==> config.mk <==
export PLATFORM = sky130hd
export DESIGN_NAME = adcr_top
export DESIGN_NICKNAME = d
export VERILOG_FILES = /design/src/rtl/adcr_pkg.sv /design/src/rtl/adcr_sample_timer.sv /design/src/rtl/adcr_top.sv
export VERILOG_INCLUDE_DIRS = /design/src /design/src/rtl
export SDC_FILE = /design/constraint.sdc
export NUM_CORES = 1
export LEC_CHECK = 0
export ABC_AREA = 1
export BUFFER_PORTS_ARGS = -buffer_cell sky130_fd_sc_hd__clkbuf_2
export CELL_PAD_IN_SITES_DETAIL_PLACEMENT = 2
export CELL_PAD_IN_SITES_GLOBAL_PLACEMENT = 2
export CORE_ASPECT_RATIO = 1.2
export CORE_MARGIN = 2
export CORE_UTILIZATION = 31
export DETAILED_ROUTE_END_ITERATION = 10
export MAX_ROUTING_LAYER = met4
export PLACE_DENSITY_LB_ADDON = 0.15
export SKIP_LAST_GASP = 1
export SLEW_MARGIN = 20
export SYNTH_ARGS = -nofsm -noshare
export SYNTH_HDL_FRONTEND = slang
export SYNTH_HIERARCHICAL = 1
export SYNTH_SLANG_ARGS = --single-unit
==> constraint.sdc <==
create_clock -name clk_i -period 2.4 [get_ports clk_i]
set_clock_uncertainty 0.1 [all_clocks]
set_input_delay 0.24 -clock clk_i [delete_from_list [all_inputs] [get_ports clk_i]]
set_output_delay 0.24 -clock clk_i [all_outputs]
set_load 0.02 [all_outputs]
==> src/rtl/adcr_defines.svh <==
// Register offsets, field positions and reset values of the converter block.
`ifndef ADCR_DEFINES_SVH
`define ADCR_DEFINES_SVH

// Byte offsets on the register bus.
`define ADCR_OFF_CTL_ONE    8'h00
`define ADCR_OFF_CTL_TWO    8'h04
`define ADCR_OFF_CTL_THREE  8'h08
`define ADCR_OFF_STATUS     8'h0c
`define ADCR_OFF_SLOT0      8'h10
`define ADCR_OFF_SLOT1      8'h14
`define ADCR_OFF_SLOT2      8'h18
`define ADCR_OFF_SLOT3      8'h1c
`define ADCR_OFF_PIN_SEL    8'h20
`define ADCR_OFF_PORT_IN    8'h24
`define ADCR_OFF_IRQ_STAT   8'h28
`define ADCR_OFF_IRQ_MASK   8'h2c

// Field positions.
`define ADCR_B_ENABLE   0
`define ADCR_B_REFSEL   1
`define ADCR_B_CONT     4
`define ADCR_B_SCAN     5
`define ADCR_B_START    7
`define ADCR_B_EOC      0
`define ADCR_B_BUSY     1
`define ADCR_B_OVF      2
`define ADCR_B_PTR      4
`define ADCR_B_DELAY    3
`define ADCR_B_EV_EOC   0
`define ADCR_B_EV_OVF   1

// Reset values.
`define ADCR_RST_PTR    2'h3
`define ADCR_RST_BYTE   8'h00
`define ADCR_RST_IRQ    2'h0

// Extra bus cycles spent on a port read so the pin synchroniser refills.
`define ADCR_PORT_WAIT  2'h2
// Largest codes used for the divider and the sampling wait.
`define ADCR_CDIV_MAX   3'h5
`define ADCR_DELAY_MAX  3'h6

`endif

==> src/rtl/adcr_pkg.sv <==
// Types shared by the converter control block.
package adcr_pkg;

  // Sequencer states.
  typedef enum logic [1:0] {
    ST_IDLE,
    ST_SAMPLE,
    ST_CONVERT
  } adcr_state_type;

  // Whole state of the sampling timer.
  typedef struct packed {
    logic       active;
    logic [4:0] div_cnt;
    logic [6:0] tick_cnt;
  } adcr_tmr_type;

  // Whole state of the top module except the wait timer's.
  typedef struct packed {
    adcr_state_type  state;
    logic            enable;
    logic            refsel;
    logic [2:0]      channel;
    logic            cont;
    logic            scan;
    logic            start;
    logic [2:0]      cdiv;
    logic [2:0]      delay;
    logic            eoc;
    logic            ovf;
    logic [1:0]      ptr;
    logic [3:0]      full;
    logic [7:0]      pin_sel;
    logic [1:0]      irq_st;
    logic [1:0]      irq_mask;
    logic [2:0]      cur_chan;
    logic [1:0]      burst;
    logic            go;
    logic            ack;
    logic [1:0]      wcnt;
    logic [31:0]     dat;
    logic [7:0]      pin_s1;
    logic [7:0]      pin_s2;
    logic [3:0][7:0] slot;
  } adcr_state_reg_type;

endpackage

==> src/rtl/adcr_sample_timer.sv <==
// Sampling-wait timer counted in conversion-clock periods.
`timescale 1ns/1ps
`include "adcr_defines.svh"

module adcr_sample_timer
  import adcr_pkg::*;
(
  // Clock and reset.
  input  wire logic       clk_i,
  input  wire logic       rst_i,
  // Control from the sequencer.
  input  wire logic       start_i,
  input  wire logic [2:0] cdiv_i,
  input  wire logic [2:0] delay_i,
  // End of the sampling wait.
  output logic            done_o
);

  adcr_tmr_type t_r;   // Registered timer state.
  adcr_tmr_type t_nxt; // Next timer state.
  logic [2:0]   cdiv_eff;  // Divider code with reserved codes clamped.
  logic [2:0]   delay_eff; // Wait code with the reserved code clamped.
  logic [4:0]   div_last;  // Last count of one conversion-clock period.
  logic [6:0]   wait_last; // Last conversion-clock period of the wait.
  logic         tick;      // One conversion-clock period has elapsed.

  // Reserved codes fall back to the longest legal setting.
  assign cdiv_eff  = (cdiv_i > `ADCR_CDIV_MAX) ? `ADCR_CDIV_MAX : cdiv_i;
  assign delay_eff = (delay_i > `ADCR_DELAY_MAX) ? `ADCR_DELAY_MAX : delay_i;

  // Codes 0 to 6 give 1, 2, 4 ... 64 conversion-clock periods.
  assign div_last  = 5'((6'h01 << cdiv_eff) - 6'h01);
  assign wait_last = 7'((8'h01 << delay_eff) - 8'h01);

  assign tick   = t_r.active && (t_r.div_cnt == div_last);
  assign done_o = tick && (t_r.tick_cnt == wait_last);

  // Next state: a start restarts the count from the selection moment.
  always_comb begin
    t_nxt = t_r;
    if (start_i) begin
      t_nxt.active   = 1'b1;
      t_nxt.div_cnt  = 5'h00;
      t_nxt.tick_cnt = 7'h00;
    end else if (t_r.active) begin
      if (tick) begin
        t_nxt.div_cnt = 5'h00;
        if (done_o) begin
          t_nxt.active = 1'b0;
        end else begin
          t_nxt.tick_cnt = t_r.tick_cnt + 7'h01;
        end
      end else begin
        t_nxt.div_cnt = t_r.div_cnt + 5'h01;
      end
    end
  end

  // State register.
  always_ff @(posedge clk_i) begin
    if (rst_i) begin
      t_r <= '0;
    end else begin
      t_r <= t_nxt;
    end
  end

endmodule

==> src/rtl/adcr_top.sv <==
// Converter control: sampling sequence, result slots and register bus.
// Notes on behaviour
// - Wait codes 0-6 give 1..64 clocks.
// - Four byte result slots, read only.
// - Burst results fill slots zero to three.
// - Results have no power-up initial value.
// - Warm reset keeps result contents.
// - Reference off whenever converter disabled.
// - Per-pin bit picks digital or analog.
// - Digital buffers open only on port reads.
// - Sample from selection until hold point.
// - Wait counts from start or previous end.
// - Unread slot rewritten sets overrun, continues.
// - Pointer shows last slot, forced on start.
//
// Added by the designer: the Wishbone register port and the placing of the registers.
`timescale 1ns/1ps
`include "adcr_defines.svh"

module adcr_top
  import adcr_pkg::*;
(
  // Clock and warm reset.
  input  wire logic        clk_i,
  input  wire logic        rst_i,
  // Wishbone slave.
  input  wire logic        cyc_i,
  input  wire logic        stb_i,
  input  wire logic        we_i,
  input  wire logic [7:0]  adr_i,
  input  wire logic [3:0]  sel_i,
  input  wire logic [31:0] dat_i,
  output logic [31:0]      dat_o,
  output logic             ack_o,
  // Interrupt.
  output logic             irq_o,
  // Analog converter core.
  output logic [2:0]       mux_sel_o,
  output logic             sample_o,
  output logic             conv_start_o,
  input  wire logic        conv_done_i,
  input  wire logic [7:0]  conv_data_i,
  output logic             adc_power_o,
  output logic             ref_on_o,
  // Shared input pins.
  input  wire logic [7:0]  pin_d_i,
  input  wire logic        idle_mode_i,
  output logic [7:0]       pin_analog_o,
  output logic [7:0]       pin_inbuf_en_o
);

  // All block state except the wait timer's lives in one packed record, registered by one process.
  adcr_state_reg_type s_r;   // Registered block state.
  adcr_state_reg_type s_nxt; // Next block state.
  logic       tmr_start;     // Restart the sampling wait.
  logic       tmr_done;      // Sampling wait elapsed.
  logic       req;           // A bus request awaits its answer.
  logic       take;          // The request is taken this cycle; its ack goes out next cycle.
  logic       wr;            // Write takes effect this cycle.
  logic       port_req;      // A read of the port input is pending.
  logic [1:0] slot_idx;      // Slot that the next result goes to.
  logic       last;          // This result ends the run or burst.
  logic [7:0] wb;            // Low byte of the write data.

  // The wait timer sits beside the sequencer.
  adcr_sample_timer u_tmr (
    .clk_i   (clk_i),
    .rst_i   (rst_i),
    .start_i (tmr_start),
    .cdiv_i  (s_r.cdiv),
    .delay_i (s_r.delay),
    .done_o  (tmr_done)
  );

  // A request whose ack is in flight is not taken a second time.
  assign wb       = dat_i[7:0];
  assign req      = cyc_i && stb_i && !s_r.ack;
  assign port_req = req && !we_i && (adr_i == `ADCR_OFF_PORT_IN);
  // The next slot follows the pointer, so slot three wraps to zero.
  assign slot_idx = s_r.ptr + 2'h1;
  // A single conversion always ends its run; a scan ends after four.
  assign last     = !s_r.scan || (s_r.burst == 2'h3);

  // Next-state logic: bus, sequencer, flags, in rising priority.
  always_comb begin
    s_nxt     = s_r;
    tmr_start = 1'b0;
    take      = 1'b0;
    wr        = 1'b0;
    // Pulses last one cycle unless they are set again below.
    s_nxt.go  = 1'b0;
    s_nxt.ack = 1'b0;

    // Pins pass two flip-flops before anything reads them.
    // The first stage may go metastable, so only the second is read.
    s_nxt.pin_s1 = pin_d_i;
    s_nxt.pin_s2 = s_r.pin_s1;

    // Port reads wait until the synchroniser holds opened-buffer data.
    // Every other request is answered one cycle after it is seen.
    if (req) begin
      if (!port_req || (s_r.wcnt == `ADCR_PORT_WAIT)) begin
        take       = 1'b1;
        s_nxt.ack  = 1'b1;
        s_nxt.wcnt = 2'h0;
      end else begin
        s_nxt.wcnt = s_r.wcnt + 2'h1;
      end
    end
    // Only the low byte lane carries register data.
    wr = take && we_i && sel_i[0];

    // Read data; unmapped addresses read zero.
    if (take && !we_i) begin
      s_nxt.dat = 32'h0000_0000;
      unique case (adr_i)
        // Enable and reference select.
        `ADCR_OFF_CTL_ONE: begin
          s_nxt.dat[`ADCR_B_ENABLE] = s_r.enable;
          s_nxt.dat[`ADCR_B_REFSEL] = s_r.refsel;
        end
        // Channel, mode bits and the live start bit.
        `ADCR_OFF_CTL_TWO: begin
          s_nxt.dat[2:0]           = s_r.channel;
          s_nxt.dat[`ADCR_B_CONT]  = s_r.cont;
          s_nxt.dat[`ADCR_B_SCAN]  = s_r.scan;
          s_nxt.dat[`ADCR_B_START] = s_r.start;
        end
        // Divider and sampling-wait codes as written, reserved ones too.
        `ADCR_OFF_CTL_THREE: begin
          s_nxt.dat[2:0] = s_r.cdiv;
          s_nxt.dat[`ADCR_B_DELAY +: 3] = s_r.delay;
        end
        // Busy is derived from the sequencer, not stored.
        `ADCR_OFF_STATUS: begin
          s_nxt.dat[`ADCR_B_EOC]  = s_r.eoc;
          s_nxt.dat[`ADCR_B_BUSY] = (s_r.state != ST_IDLE);
          s_nxt.dat[`ADCR_B_OVF]  = s_r.ovf;
          s_nxt.dat[`ADCR_B_PTR +: 2] = s_r.ptr;
        end
        // Reading a slot marks it as taken by software.
        `ADCR_OFF_SLOT0, `ADCR_OFF_SLOT1,
        `ADCR_OFF_SLOT2, `ADCR_OFF_SLOT3: begin
          s_nxt.dat[7:0] = s_r.slot[adr_i[3:2]];
          s_nxt.full[adr_i[3:2]] = 1'b0;
        end
        // Function select reads back as written.
        `ADCR_OFF_PIN_SEL:  s_nxt.dat[7:0] = s_r.pin_sel;
        // Analog pins read zero through the port.
        `ADCR_OFF_PORT_IN:  s_nxt.dat[7:0] = s_r.pin_s2 & ~s_r.pin_sel;
        // Interrupt status and mask share one layout.
        `ADCR_OFF_IRQ_STAT: s_nxt.dat[1:0] = s_r.irq_st;
        `ADCR_OFF_IRQ_MASK: s_nxt.dat[1:0] = s_r.irq_mask;
        // Anything else reads zero, so software never sees stale data.
        default:            s_nxt.dat = 32'h0000_0000;
      endcase
    end

    // Register writes; slots and the port ignore writes.
    if (wr) begin
      unique case (adr_i)
        // Clearing enable aborts a run further down.
        `ADCR_OFF_CTL_ONE: begin
          s_nxt.enable = wb[`ADCR_B_ENABLE];
          s_nxt.refsel = wb[`ADCR_B_REFSEL];
        end
        // Mode bits should only change while start is low.
        `ADCR_OFF_CTL_TWO: begin
          s_nxt.channel = wb[2:0];
          s_nxt.cont    = wb[`ADCR_B_CONT];
          s_nxt.scan    = wb[`ADCR_B_SCAN];
          s_nxt.start   = wb[`ADCR_B_START] && s_r.enable;
          // A rising start launches a run from the selected channel.
          // A write with start already high changes nothing here.
          if (s_nxt.start && !s_r.start) begin
            s_nxt.ptr      = `ADCR_RST_PTR;
            s_nxt.eoc      = 1'b0;
            s_nxt.cur_chan = wb[2:0];
            s_nxt.burst    = 2'h0;
            s_nxt.state    = ST_SAMPLE;
            tmr_start      = 1'b1;
          end
        end
        // Codes should change only while the converter is off.
        `ADCR_OFF_CTL_THREE: begin
          s_nxt.cdiv  = wb[2:0];
          s_nxt.delay = wb[`ADCR_B_DELAY +: 3];
        end
        // Flags clear on a written one; a zero leaves them alone.
        `ADCR_OFF_STATUS: begin
          if (wb[`ADCR_B_EOC]) s_nxt.eoc = 1'b0;
          if (wb[`ADCR_B_OVF]) s_nxt.ovf = 1'b0;
        end
        `ADCR_OFF_PIN_SEL:  s_nxt.pin_sel  = wb;
        // Interrupt status bits clear on a written one.
        `ADCR_OFF_IRQ_STAT: s_nxt.irq_st   = s_r.irq_st & ~wb[1:0];
        `ADCR_OFF_IRQ_MASK: s_nxt.irq_mask = wb[1:0];
        // Unmapped and read-only offsets swallow the write.
        default:            s_nxt.irq_mask = s_nxt.irq_mask;
      endcase
    end

    // Sequencer; its flag sets come after the clears so sets win.
    // A cleared start ends a run only after a done pulse; clearing enable aborts it even in mid-conversion.
    unique case (s_r.state)
      // Nothing runs until a rising start is written.
      ST_IDLE: begin
        s_nxt.burst = s_nxt.burst;
      end
      // Input stays selected and tracking until the hold point.
      ST_SAMPLE: begin
        if (tmr_done) begin
          s_nxt.go    = 1'b1;
          s_nxt.state = ST_CONVERT;
        end
      end
      // The core answers the hold pulse with a one-cycle done pulse.
      ST_CONVERT: begin
        if (conv_done_i) begin
          // Store in order, overwriting an unread slot.
          s_nxt.slot[slot_idx] = conv_data_i;
          s_nxt.ptr            = slot_idx;
          s_nxt.full[slot_idx] = 1'b1;
          if (s_r.full[slot_idx]) begin
            s_nxt.ovf = 1'b1;
            s_nxt.irq_st[`ADCR_B_EV_OVF] = 1'b1;
          end
          // End of run: the result set is now safe to read.
          if (last) begin
            s_nxt.eoc = 1'b1;
            s_nxt.irq_st[`ADCR_B_EV_EOC] = 1'b1;
          end
          // A cleared start lets this conversion finish, then stops.
          if (!s_nxt.start || (last && !s_r.cont)) begin
            s_nxt.start = 1'b0;
            s_nxt.state = ST_IDLE;
          end else begin
            // Next wait counts from this completion.
            s_nxt.state    = ST_SAMPLE;
            tmr_start      = 1'b1;
            s_nxt.burst    = last ? 2'h0 : s_r.burst + 2'h1;
            s_nxt.cur_chan = last ? s_r.channel : s_r.cur_chan + 3'h1;
          end
        end
      end
      // The fourth encoding is unused; fall back to idle.
      default: s_nxt.state = ST_IDLE;
    endcase

    // Disabling aborts the run and clears the run flags.
    // For these fields it wins over anything else decided in the same cycle.
    if (!s_nxt.enable) begin
      s_nxt.state = ST_IDLE;
      s_nxt.start = 1'b0;
      s_nxt.eoc   = 1'b0;
      s_nxt.ovf   = 1'b0;
      s_nxt.go    = 1'b0;
    end
  end

  // State register; warm reset leaves the slots as they were.
  // Slots get no power-up value, so they may start unknown.
  // The record is cleared first and named fields then take their values.
  // Reset is synchronous, so holding the slots needs no special cell.
  always_ff @(posedge clk_i) begin
    if (rst_i) begin
      s_r          <= '0;
      s_r.state    <= ST_IDLE;
      s_r.ptr      <= `ADCR_RST_PTR;
      s_r.pin_sel  <= `ADCR_RST_BYTE;
      s_r.irq_st   <= `ADCR_RST_IRQ;
      s_r.irq_mask <= `ADCR_RST_IRQ;
      s_r.slot     <= s_r.slot;
    end else begin
      s_r <= s_nxt;
    end
  end

  // Outputs.
  // Each is a flip-flop or a plain gate of flip-flops, except the buffers.
  assign dat_o        = s_r.dat;
  assign ack_o        = s_r.ack;
  // A level that stays while any unmasked status bit is set.
  assign irq_o        = |(s_r.irq_st & s_r.irq_mask);
  assign mux_sel_o    = s_r.cur_chan;
  assign sample_o     = (s_r.state == ST_SAMPLE);
  assign conv_start_o = s_r.go;
  assign adc_power_o  = s_r.enable;
  // Reference follows the select only while enabled.
  assign ref_on_o     = s_r.enable && s_r.refsel;
  assign pin_analog_o = s_r.pin_sel;

  // Digital buffers open only for a port read, never when idle.
  // One gate per pin; analog pins never open their digital buffer.
  genvar gi;
  generate
    for (gi = 0; gi < 8; gi = gi + 1) begin : g_buf
      assign pin_inbuf_en_o[gi] = port_req && !idle_mode_i &&
                                  !s_r.pin_sel[gi];
    end
  endgenerate

endmodule

==> run metrics, run 1 <==
vias in the first global route=6060; Final Util=38.6%; fin crit period=2.22 ns; first-pass GRT wire length=32400 um; H-tree lvl count=4; die height=156 um; outcome=finished clean; CTS Buf Count=17; syn_area_per_cell=7.56 um^2; Peak VDD IR=0.495 mV; I/O pins=124; DRT Pass-1 Iters=4; Synthesis Warnings=6; Worst Hold Launch=dat_i[6]; largest net degree at the start of global routing=28; FMAX=451 MHz; R2R depth=16; Layout area overhead=22.1%; Routed Antenna Nets=0; CP startpoint=s_r[113]; initial antenna violation count=0; drt via density=4.73; Hold Path Stages=3; Placement Rows=55; Die X=131 um; CP max stage cell=dfxtp_1; CTS sink count=114; die area=20400 um^2; crit share post-route=92.5%; CTS clk-pin slew, worst paths=0.06 ns; clk_lat worst skew=0.42 ns; Synth top area share=27.4%; Post-synth EDFFs=32; Final #Nets=970; worst hold margin=0.0251 ns; WL/cell=17.3 um; Detailed Route WL=20100 um; sink of the worst hold path=pin_analog_o[6]; Final Power=4780 uW; fin. max-slew vios=0; GRT Total Usage=21.4%; Reg-to-Reg Start=s_r[113]; pwr/cell area=655 nW/um^2; dominant synthesized flop cell=dfxtp_1; Antenna diodes=0; max-capacitance violation count=0; DRC=0; CP required=2.62 ns; DP Wirelength=15100 um; ranking of synthesized cells by area=dfxtp_1 27%, edfxtp_1 16%, nand2_1 10%; Netlist cell types=41; async set-reset flop share out of synthesis=0%; Fin. Hold Viols=0; Mapped Cells=791; most frequent cells in the layout=162 x nand2_1, 109 x inv_1, 93 x nor2_1; port bufs=72; share of cells above drive strength 1=19.9%; TritonCTS clock tree=built; Setup Crit Path Kind=reg2reg; Initial Utilization=31.6%; synthesized area=5980 um^2; Hold Path Class=in2reg; RSZ-0062 raised after global routing=yes; total vias in the final route=5492; CP arrival=2.44 ns; reg2reg setup slack=0.18 ns; P_leak=0.00329 uW; CP Launch Type=flip-flop; Slew headroom=49.9%; Tightest Pin Transition=0.745 ns; commonest non-fill, non-tap cell in the layout=nand2_1; Initial DRC Count=169; delay-heaviest family, CP=simple AND/OR/NAND/NOR gates; CORE AREA=18900 um^2; sequential share of the synthesized area=43.5%; Max Fanout on Critical Path=6; Max Buffers Root-to-Sink=2; worst-path cell chain=nor2_1, nand2_2, ha_1, nand2_1, o21ai_0, nor2_1, nand2_2, inv_1, nand2_2, nor2_1, buf_4, inv_1, nand2_1, nand3_1, nand2_1, inv_1; GRT Residual Overflow=0; Yosys top cell by area=dfxtp_1; synthesis-stage register bit count=114; reg-to-reg critical path endpoint=s_r[123]; Root Driver=clkbuf_16; Final Setup Violations=0; crit end category=flip-flop; Worst path max stage delay=0.34 ns; WP buf/inv=4; RePlAce Congestion=0.829
where the power goes:
group          internal (uW)  switching, uW  total (uW)
Combinational           88.3            187         275
Clock                   1460           1050        2500
Sequential              2000           10.7        2010
Total                   3540           1240        4780
routing by layer:
layer / global-route usage (%) / part of all wire, % / vias up
li1: - / - / 2677
met1: 24.4 / 42 / 2727
met2: 38.6 / 55 / 74
met3: 2.91 / 2.0 / 14
met4: 6.53 / 1.2 / 0
met5: - / 0 / -
worst register-to-register path, cell delays in order (launching register included):
cell     delay (ns)
dfxtp_1        0.34
nor2_1         0.14
nand2_2        0.09
ha_1           0.32
nand2_1        0.07
o21ai_0        0.08
nor2_1         0.14
nand2_2        0.11
inv_1          0.08
nand2_2        0.10
nor2_1         0.13
buf_4          0.14
inv_1          0.05
nand2_1        0.07
nand3_1        0.07
nand2_1        0.06
inv_1          0.04
repair_timing:
| item | CTS | global route |
|---|---|---|
| hold buffers | 16 | 0 |
| hold endpoints to repair | 40 | 0 |
| endpoints found under the setup margin | 0 | 10 |
| resized for setup | 0 | 4 |
| setup buffers | 0 | 1 |
flip-flops by register name, indices dropped and copies added, names as in the netlist:
register	flops
dat_o	8
s_r	71
u_tmr/t_r	13
adc_power_o	1
conv_start_o	1
pin_analog_o	8
mux_sel_o	3
s_nxt	8
ack_o	1
how the worst max path moves through the flow:
| stage | to | slack [ns] | cells after the start |
|---|---|---|---|
| after floorplan | u_tmr/t_r[7] | 0.35 | 10 |
| after global placement | s_r[123] | 0.26 | 17 |
| after detailed placement | u_tmr/t_r[7] | 0.1 | 12 |
| after CTS | pin_inbuf_en_o[2] | 0.02 | 6 |
| after global routing | s_r[123] | -0.02 | 19 |
| final | s_r[123] | 0.18 | 16 |
kinds of logic (layout without fill, tap and decap cells):
family                   after synthesis  after routing  share of synthesized area [%]
adder cells (fa/ha/maj)               10             10                           2.09
other                                  1             24                         0.0627
flip-flops                           114            114                           43.5
AND/OR/NAND/NOR                      350            350                           26.6
XOR/XNOR                              11             11                           1.74
buffers and inverters                175            267                           14.2
AO/OA/AOI/OAI                        130            130                           11.8
final cells by class:
| class | count | area (um^2) |
|---|---|---|
| well taps | 256 | 320 |
| clock inverters | 15 | 146 |
| repair buffers | 119 | 753 |
| multi-input cells | 525 | 2620 |
| fillers | 2219 | 11600 |
| inverters | 116 | 438 |
| clock buffers | 17 | 425 |
| flip-flops and latches | 114 | 2610 |
cells in the mapped netlist (2+ instances only):
cell	instances
a22oi_1	6
nand3_1	35
nor2_4	2
nor2_1	94
clkbuf_1	10
buf_6	3
ha_1	10
inv_1	109
edfxtp_1	32
nand2_2	8
nand2_1	162
o21ai_0	54
buf_4	44
o21ai_2	3
nand2_4	3
o211ai_1	3
o21ai_1	3
nor3_1	11
xor2_1	9
nor2_2	9
a21oi_1	53
buf_2	2
a31o_2	2
nand4_1	15
dfxtp_1	82
o22ai_1	2
inv_2	6
nor2_8	2
nand3b_1	2
nand3_4	4
stage by stage:
step                cell area [um^2]  instances  setup slack (ns)  TNS (ns)
CTS                             7300       1161            0.0219         0
global placement                6560       1113             0.264         0
detailed placement              6560       1113            0.0984         0
finish                          7310       1162             0.181         0
global route                    7310       1162           -0.0247   -0.0247
floorplan                       6070        814             0.349         0
Note: power is estimated with default switching activity, not from simulation.
==> inputs of run 2 (changes only) <==
CORE_ASPECT_RATIO = 0.8   (was 1.2)
==> run 2 against run 1 <==
Sequential power about the same. Core utilization increased by 0.056 points. Sequential share of layout area down 0.16 points. Die area about the same. Register-to-register slack got worse by 0.03 ns. Setup slack lost 0.028 ns. Largest cell class unchanged.
==> run metrics, run 2 (synthesis results as in run 1) <==
outcome=finished clean (unchanged); Setup Crit Path Kind=reg2reg (unchanged); clk_lat worst skew=0.42 ns (about the same); fin. max-slew vios=0 (unchanged); CP Launch Type=flip-flop (unchanged); Max Buffers Root-to-Sink=2 (unchanged); Fill cells=2249 (was 2219); most frequent cells in the layout=162 x nand2_1, 109 x inv_1, 92 x nor2_1 (was 162 x nand2_1, 109 x inv_1, 93 x nor2_1); Max Fanout on Critical Path=7 (was 6); GRT Total Usage=21.3% (was 21.4%); Antenna diodes=0 (unchanged); largest registers=s_r: 71 flops, u_tmr/t_r: 13 flops (unchanged); Tightest Pin Transition=0.727 ns (was 0.745 ns); DP Wirelength=15600 um (was 15100 um); max-capacitance violation count=0 (unchanged); Initial Utilization=31.5% (was 31.6%); drt via density=4.75 (was 4.73); FMAX=445 MHz (was 451 MHz); H-tree lvl count=4 (unchanged); commonest non-fill, non-tap cell in the layout=nand2_1 (unchanged); CTS sink count=114 (unchanged); die area=20400 um^2 (about the same); Biggest register=s_r (unchanged); P_leak=0.00329 uW (about the same); die height=128 um (was 156 um); Die X=159 um (was 131 um); CP arrival=2.46 ns (was 2.44 ns); Final Setup Violations=0 (unchanged); Layout area overhead=22.6% (was 22.1%); total vias in the final route=5538 (was 5492); Root Driver=clkbuf_16 (unchanged); DP Worst Slack=0.0492 ns (was 0.0984 ns); vias in the first global route=5971 (was 6060); register area=2600 um^2 (was 2610 um^2); multi-input logic area=2630 um^2 (was 2620 um^2); Placement Rows=45 (was 55); max reg flops=71 (unchanged); first-pass GRT wire length=32700 um (was 32400 um); DRT Pass-1 Iters=6 (was 4); crit share post-route=93.6% (was 92.5%); CORE AREA=19000 um^2 (was 18900 um^2); pwr/cell area=661 nW/um^2 (was 655 nW/um^2); Detailed Route WL=20400 um (was 20100 um); Routed Antenna Nets=0 (unchanged); CTS clk-pin slew, worst paths=0.06 ns (about the same); largest net degree at the start of global routing=28 (unchanged); TritonCTS clock tree=built (unchanged); fin crit period=2.25 ns (was 2.22 ns); WL/cell=17.5 um (was 17.3 um); Fin. Hold Viols=0 (unchanged); GRT Residual Overflow=0 (unchanged); Peak VDD IR=0.352 mV (was 0.495 mV); CP required=2.62 ns (about the same); port bufs=72 (unchanged); share of cells above drive strength 1=20.0% (was 19.9%); crit end category=flip-flop (unchanged); Final #Nets=971 (was 970); Final Util=38.7% (was 38.6%); DRC=0 (unchanged); Slew headroom=51.1% (was 49.9%); Initial DRC Count=217 (was 169); RSZ-0062 raised after global routing=yes (unchanged); initial antenna violation count=0 (unchanged); CTS Buf Count=17 (unchanged); RePlAce Congestion=0.831 (was 0.829); I/O pins=124 (unchanged); Final WS setup=0.153 ns (was 0.181 ns); Hold Path Class=in2reg (unchanged)
## run 2: where the power goes
part / internal [uW] / leakage (uW) / total [uW] / switching, uW
Clock: 1480 / 0.000284 / 2570 / 1090
Sequential: 2000 / 0.000953 / 2010 / 9.20
Combinational: 88.7 / 0.00205 / 278 / 189
Total: 3560 / 0.00329 / 4850 / 1290
## run 2: area by class of cell
cell class | count | area share [%]
Clock inverter | 15 | 2.18
Sequential cell | 114 | 35.5
Multi-Input combinational cell | 525 | 35.8
Inverter | 116 | 5.97
Tap cell | 258 | 4.40
Clock buffer | 17 | 5.80
Timing Repair Buffer | 120 | 10.4
## run 2: routing by layer
metal | global-route usage, % | wire [um] | vias up
li1 | - | - | 2677
met1 | 26.6 | 9340 | 2748
met2 | 36.6 | 10100 | 99
met3 | 3.40 | 788 | 14
met4 | 4.87 | 187 | 0
met5 | - | 0 | -
## run 2: through the flow
stage	TNS [ns]	hold WS [ns]	cells	instance area (um^2)	power, uW
3_5_place_dp	0	0.298	1116	6570	2300
2_1_floorplan	0	0.209	814	6070	2220
4_1_cts	0	0.0202	1164	7320	4900
5_1_grt	-0.0607	0.0384	1165	7340	5020
3_3_place_gp	0	0.294	1116	6570	2290
6_report	0	0.0279	1165	7340	4850
## run 2: worst max-delay path, cell delays in order, from the launching register on
cell     delay [ns]
dfxtp_1        0.37
nor2_1         0.13
nand2_2        0.08
ha_1           0.24
inv_1          0.08
nand2_1        0.05
nand2_1        0.10
nor2_1         0.06
nor2_1         0.14
nand2_2        0.11
inv_1          0.08
nand2_2        0.11
nor2_4         0.18
inv_1          0.05
nand2_1        0.06
nand3_1        0.08
nand2_1        0.07
inv_1          0.04
## run 2: path summary, 6_finish.rpt
path                                start               to  slack (ns)  cells past startpoint
worst min-delay path             dat_i[6]  pin_analog_o[6]        0.03                      3
worst max-delay path             s_r[113]         s_r[123]        0.15                     17
worst min register to register  s_nxt[37]          s_r[37]        0.30                      2
worst max register to register   s_r[113]         s_r[123]        0.15                     17
## run 2: repair_timing
action                                  in CTS  in global routing
endpoints found under the setup margin       9                 11
gates resized for setup                      2                  2
buffers inserted                             0                  1
hold buffers                                16                  0
endpoints found under the hold margin       40                  0
==> inputs of run 3 (changes only) <==
PLACE_DENSITY = 0.8   (was unset)
PLACE_DENSITY_LB_ADDON = unset   (was 0.15)
==> run 3 against run 2 <==
The flow now finishes with violations (hold timing). Combinational power is 4% higher. Largest cell class unchanged. Routed wire length is 12% higher. Total power is 0.33% lower. Critical endpoint is now pin_inbuf_en_o[7].
==> run metrics, run 3 (synthesis results as in run 1) <==
outcome=complete, but fails checks (was finished clean); failing checks=hold timing; fin crit period=2.23 ns (was 2.25 ns); die area=20400 um^2 (unchanged); Final #Nets=972 (was 971); max reg flops=71 (unchanged); DP Wirelength=15500 um (was 15600 um); DRT Pass-1 Iters=4 (was 6); share of cells above drive strength 1=19.9% (was 20.0%); max-capacitance violation count=0 (unchanged); Initial DRC Count=347 (was 217); CP Launch Type=flip-flop (unchanged); Final Power=4830 uW (was 4850 uW); Fill cells=2218 (was 2249); commonest non-fill, non-tap cell in the layout=nand2_1 (unchanged); most frequent cells in the layout=162 x nand2_1, 109 x inv_1, 91 x nor2_1 (was 162 x nand2_1, 109 x inv_1, 92 x nor2_1); Antenna diodes=0 (unchanged); crit share post-route=93.1% (was 93.6%); CORE AREA=19000 um^2 (unchanged); Initial Utilization=31.5% (unchanged); pwr/cell area=657 nW/um^2 (was 661 nW/um^2); Routed Antenna Nets=0 (unchanged); Die X=159 um (unchanged); RePlAce Congestion=0.785 (was 0.831); total vias in the final route=5684 (was 5538); Layout area overhead=22.9% (was 22.6%); Max Fanout on Critical Path=7 (unchanged); Slew headroom=63.9% (was 51.1%); CTS clk-pin slew, worst paths=0.06 ns (about the same); GRT Total Usage=23.6% (was 21.3%); CP required=2.06 ns (was 2.62 ns); Final Setup Violations=0 (unchanged); first-pass GRT wire length=35500 um (was 32700 um); CTS sink count=114 (unchanged); crit end category=output pin (was flip-flop); DP Worst Slack=0.119 ns (was 0.0492 ns); Setup Crit Path Kind=reg2out (was reg2reg); Max Buffers Root-to-Sink=2 (unchanged); WL/cell=19.5 um (was 17.5 um); GRT Residual Overflow=0 (unchanged); met1 WL=10200 um (was 9340 um); TritonCTS clock tree=built (unchanged); CP max stage cell=dfxtp_1 (unchanged); CTS Buf Count=17 (unchanged); DRC=0 (unchanged); delay-heaviest family, CP=simple AND/OR/NAND/NOR gates (unchanged); worst-path cell chain=nand3b_1, nor2_4, buf_4, nand3b_1, buf_4, nor2_1, clkbuf_2 (was nor2_1, nand2_2, ha_1, inv_1, nand2_1, nand2_1, nor2_1, nor2_1, nand2_2, inv_1, nand2_2, nor2_4, inv_1, nand2_1, nand3_1, nand2_1, inv_1); Root Driver=clkbuf_16 (unchanged); vias in the first global route=6171 (was 5971); Biggest register=s_r (unchanged); initial antenna violation count=0 (unchanged); Detailed Route WL=22800 um (was 20400 um); die height=128 um (unchanged); CP arrival=1.89 ns (was 2.46 ns); RSZ-0062 raised after global routing=yes (unchanged); P_leak=0.00330 uW (was 0.00329 uW); Fin. Hold Viols=1 (was 0); largest net degree at the start of global routing=40 (was 28); setup_tns=0 ns (unchanged); Placement Rows=45 (unchanged); drt via density=4.87 (was 4.75); Worst path max stage delay=0.31 ns (was 0.37 ns); fin. max-slew vios=0 (unchanged); I/O pins=124 (unchanged); clk_lat worst skew=0.43 ns (was 0.42 ns); largest registers=s_r: 71 flops, u_tmr/t_r: 13 flops (unchanged); Final WS setup=0.166 ns (was 0.153 ns); WL met2=11000 um (was 10100 um); FMAX=448 MHz (was 445 MHz); Peak VDD IR=0.555 mV (was 0.352 mV); Tightest Pin Transition=0.540 ns (was 0.727 ns); port bufs=72 (unchanged); H-tree lvl count=4 (unchanged); Hold Path Class=in2reg (unchanged); WP buf/inv=3 (was 4); worst hold margin=-0.000684 ns (was 0.0279 ns); met3 WL post-DR=1050 um (was 788 um); top sig layer=met4 (unchanged)
## run 3: path summary, 6_finish.rpt
kind / startpoint / end / slack [ns] / cells past startpoint
worst max-delay path: ack_o / pin_inbuf_en_o[7] / 0.17 / 7
worst max register to register: s_r[112] / s_r[123] / 0.20 / 16
worst min register to register: s_nxt[35] / s_r[35] / 0.31 / 2
worst min-delay path: dat_i[6] / pin_analog_o[6] / -0.0007 / 3
## run 3: tightest hold or removal path, delay by kind of cell
kind	cells	cell delay [ns]
buf+inv	1	0.09
compound gates	2	0.16
## run 3: layer usage
| layer | GRT usage, % | vias to the layer above |
|---|---|---|
| li1 | - | 2683 |
| met1 | 28.4 | 2819 |
| met2 | 39.6 | 143 |
| met3 | 4.82 | 39 |
| met4 | 8.61 | 0 |
| met5 | - | - |
## run 3: timing repair
item	in CTS	in global routing
endpoints found under the hold margin	40	0
endpoints found under the setup margin	8	13
pin swaps	0	1
gates resized for setup	1	7
hold buffers	16	0
buffers inserted	0	1
## run 3: cell type report
| type | count | area, um^2 | share of cell area, % |
|---|---|---|---|
| multi-input cells | 525 | 2640 | 35.9 |
| flip-flops and latches | 114 | 2600 | 35.4 |
| repair buffers | 121 | 768 | 10.4 |
| clock buffers | 24 | 503 | 6.84 |
| inverters | 116 | 438 | 5.95 |
| well taps | 258 | 323 | 4.39 |
| clock inverters | 8 | 76.3 | 1.04 |
## run 3: through the flow
stage | cells | cell area (um^2) | util [%]
6_report | 1166 | 7350 | 38.8
5_1_grt | 1166 | 7350 | 38.8
4_1_cts | 1165 | 7320 | 38.6
3_5_place_dp | 1117 | 6580 | 34.7
3_3_place_gp | 1117 | 6580 | 34.7
2_1_floorplan | 814 | 6070 | -
## run 3: power by group
group	internal [uW]	switching (uW)	total [uW]
registers	2000	10.2	2010
clock network	1570	971	2540
logic	88.5	200	288
total	3650	1180	4830
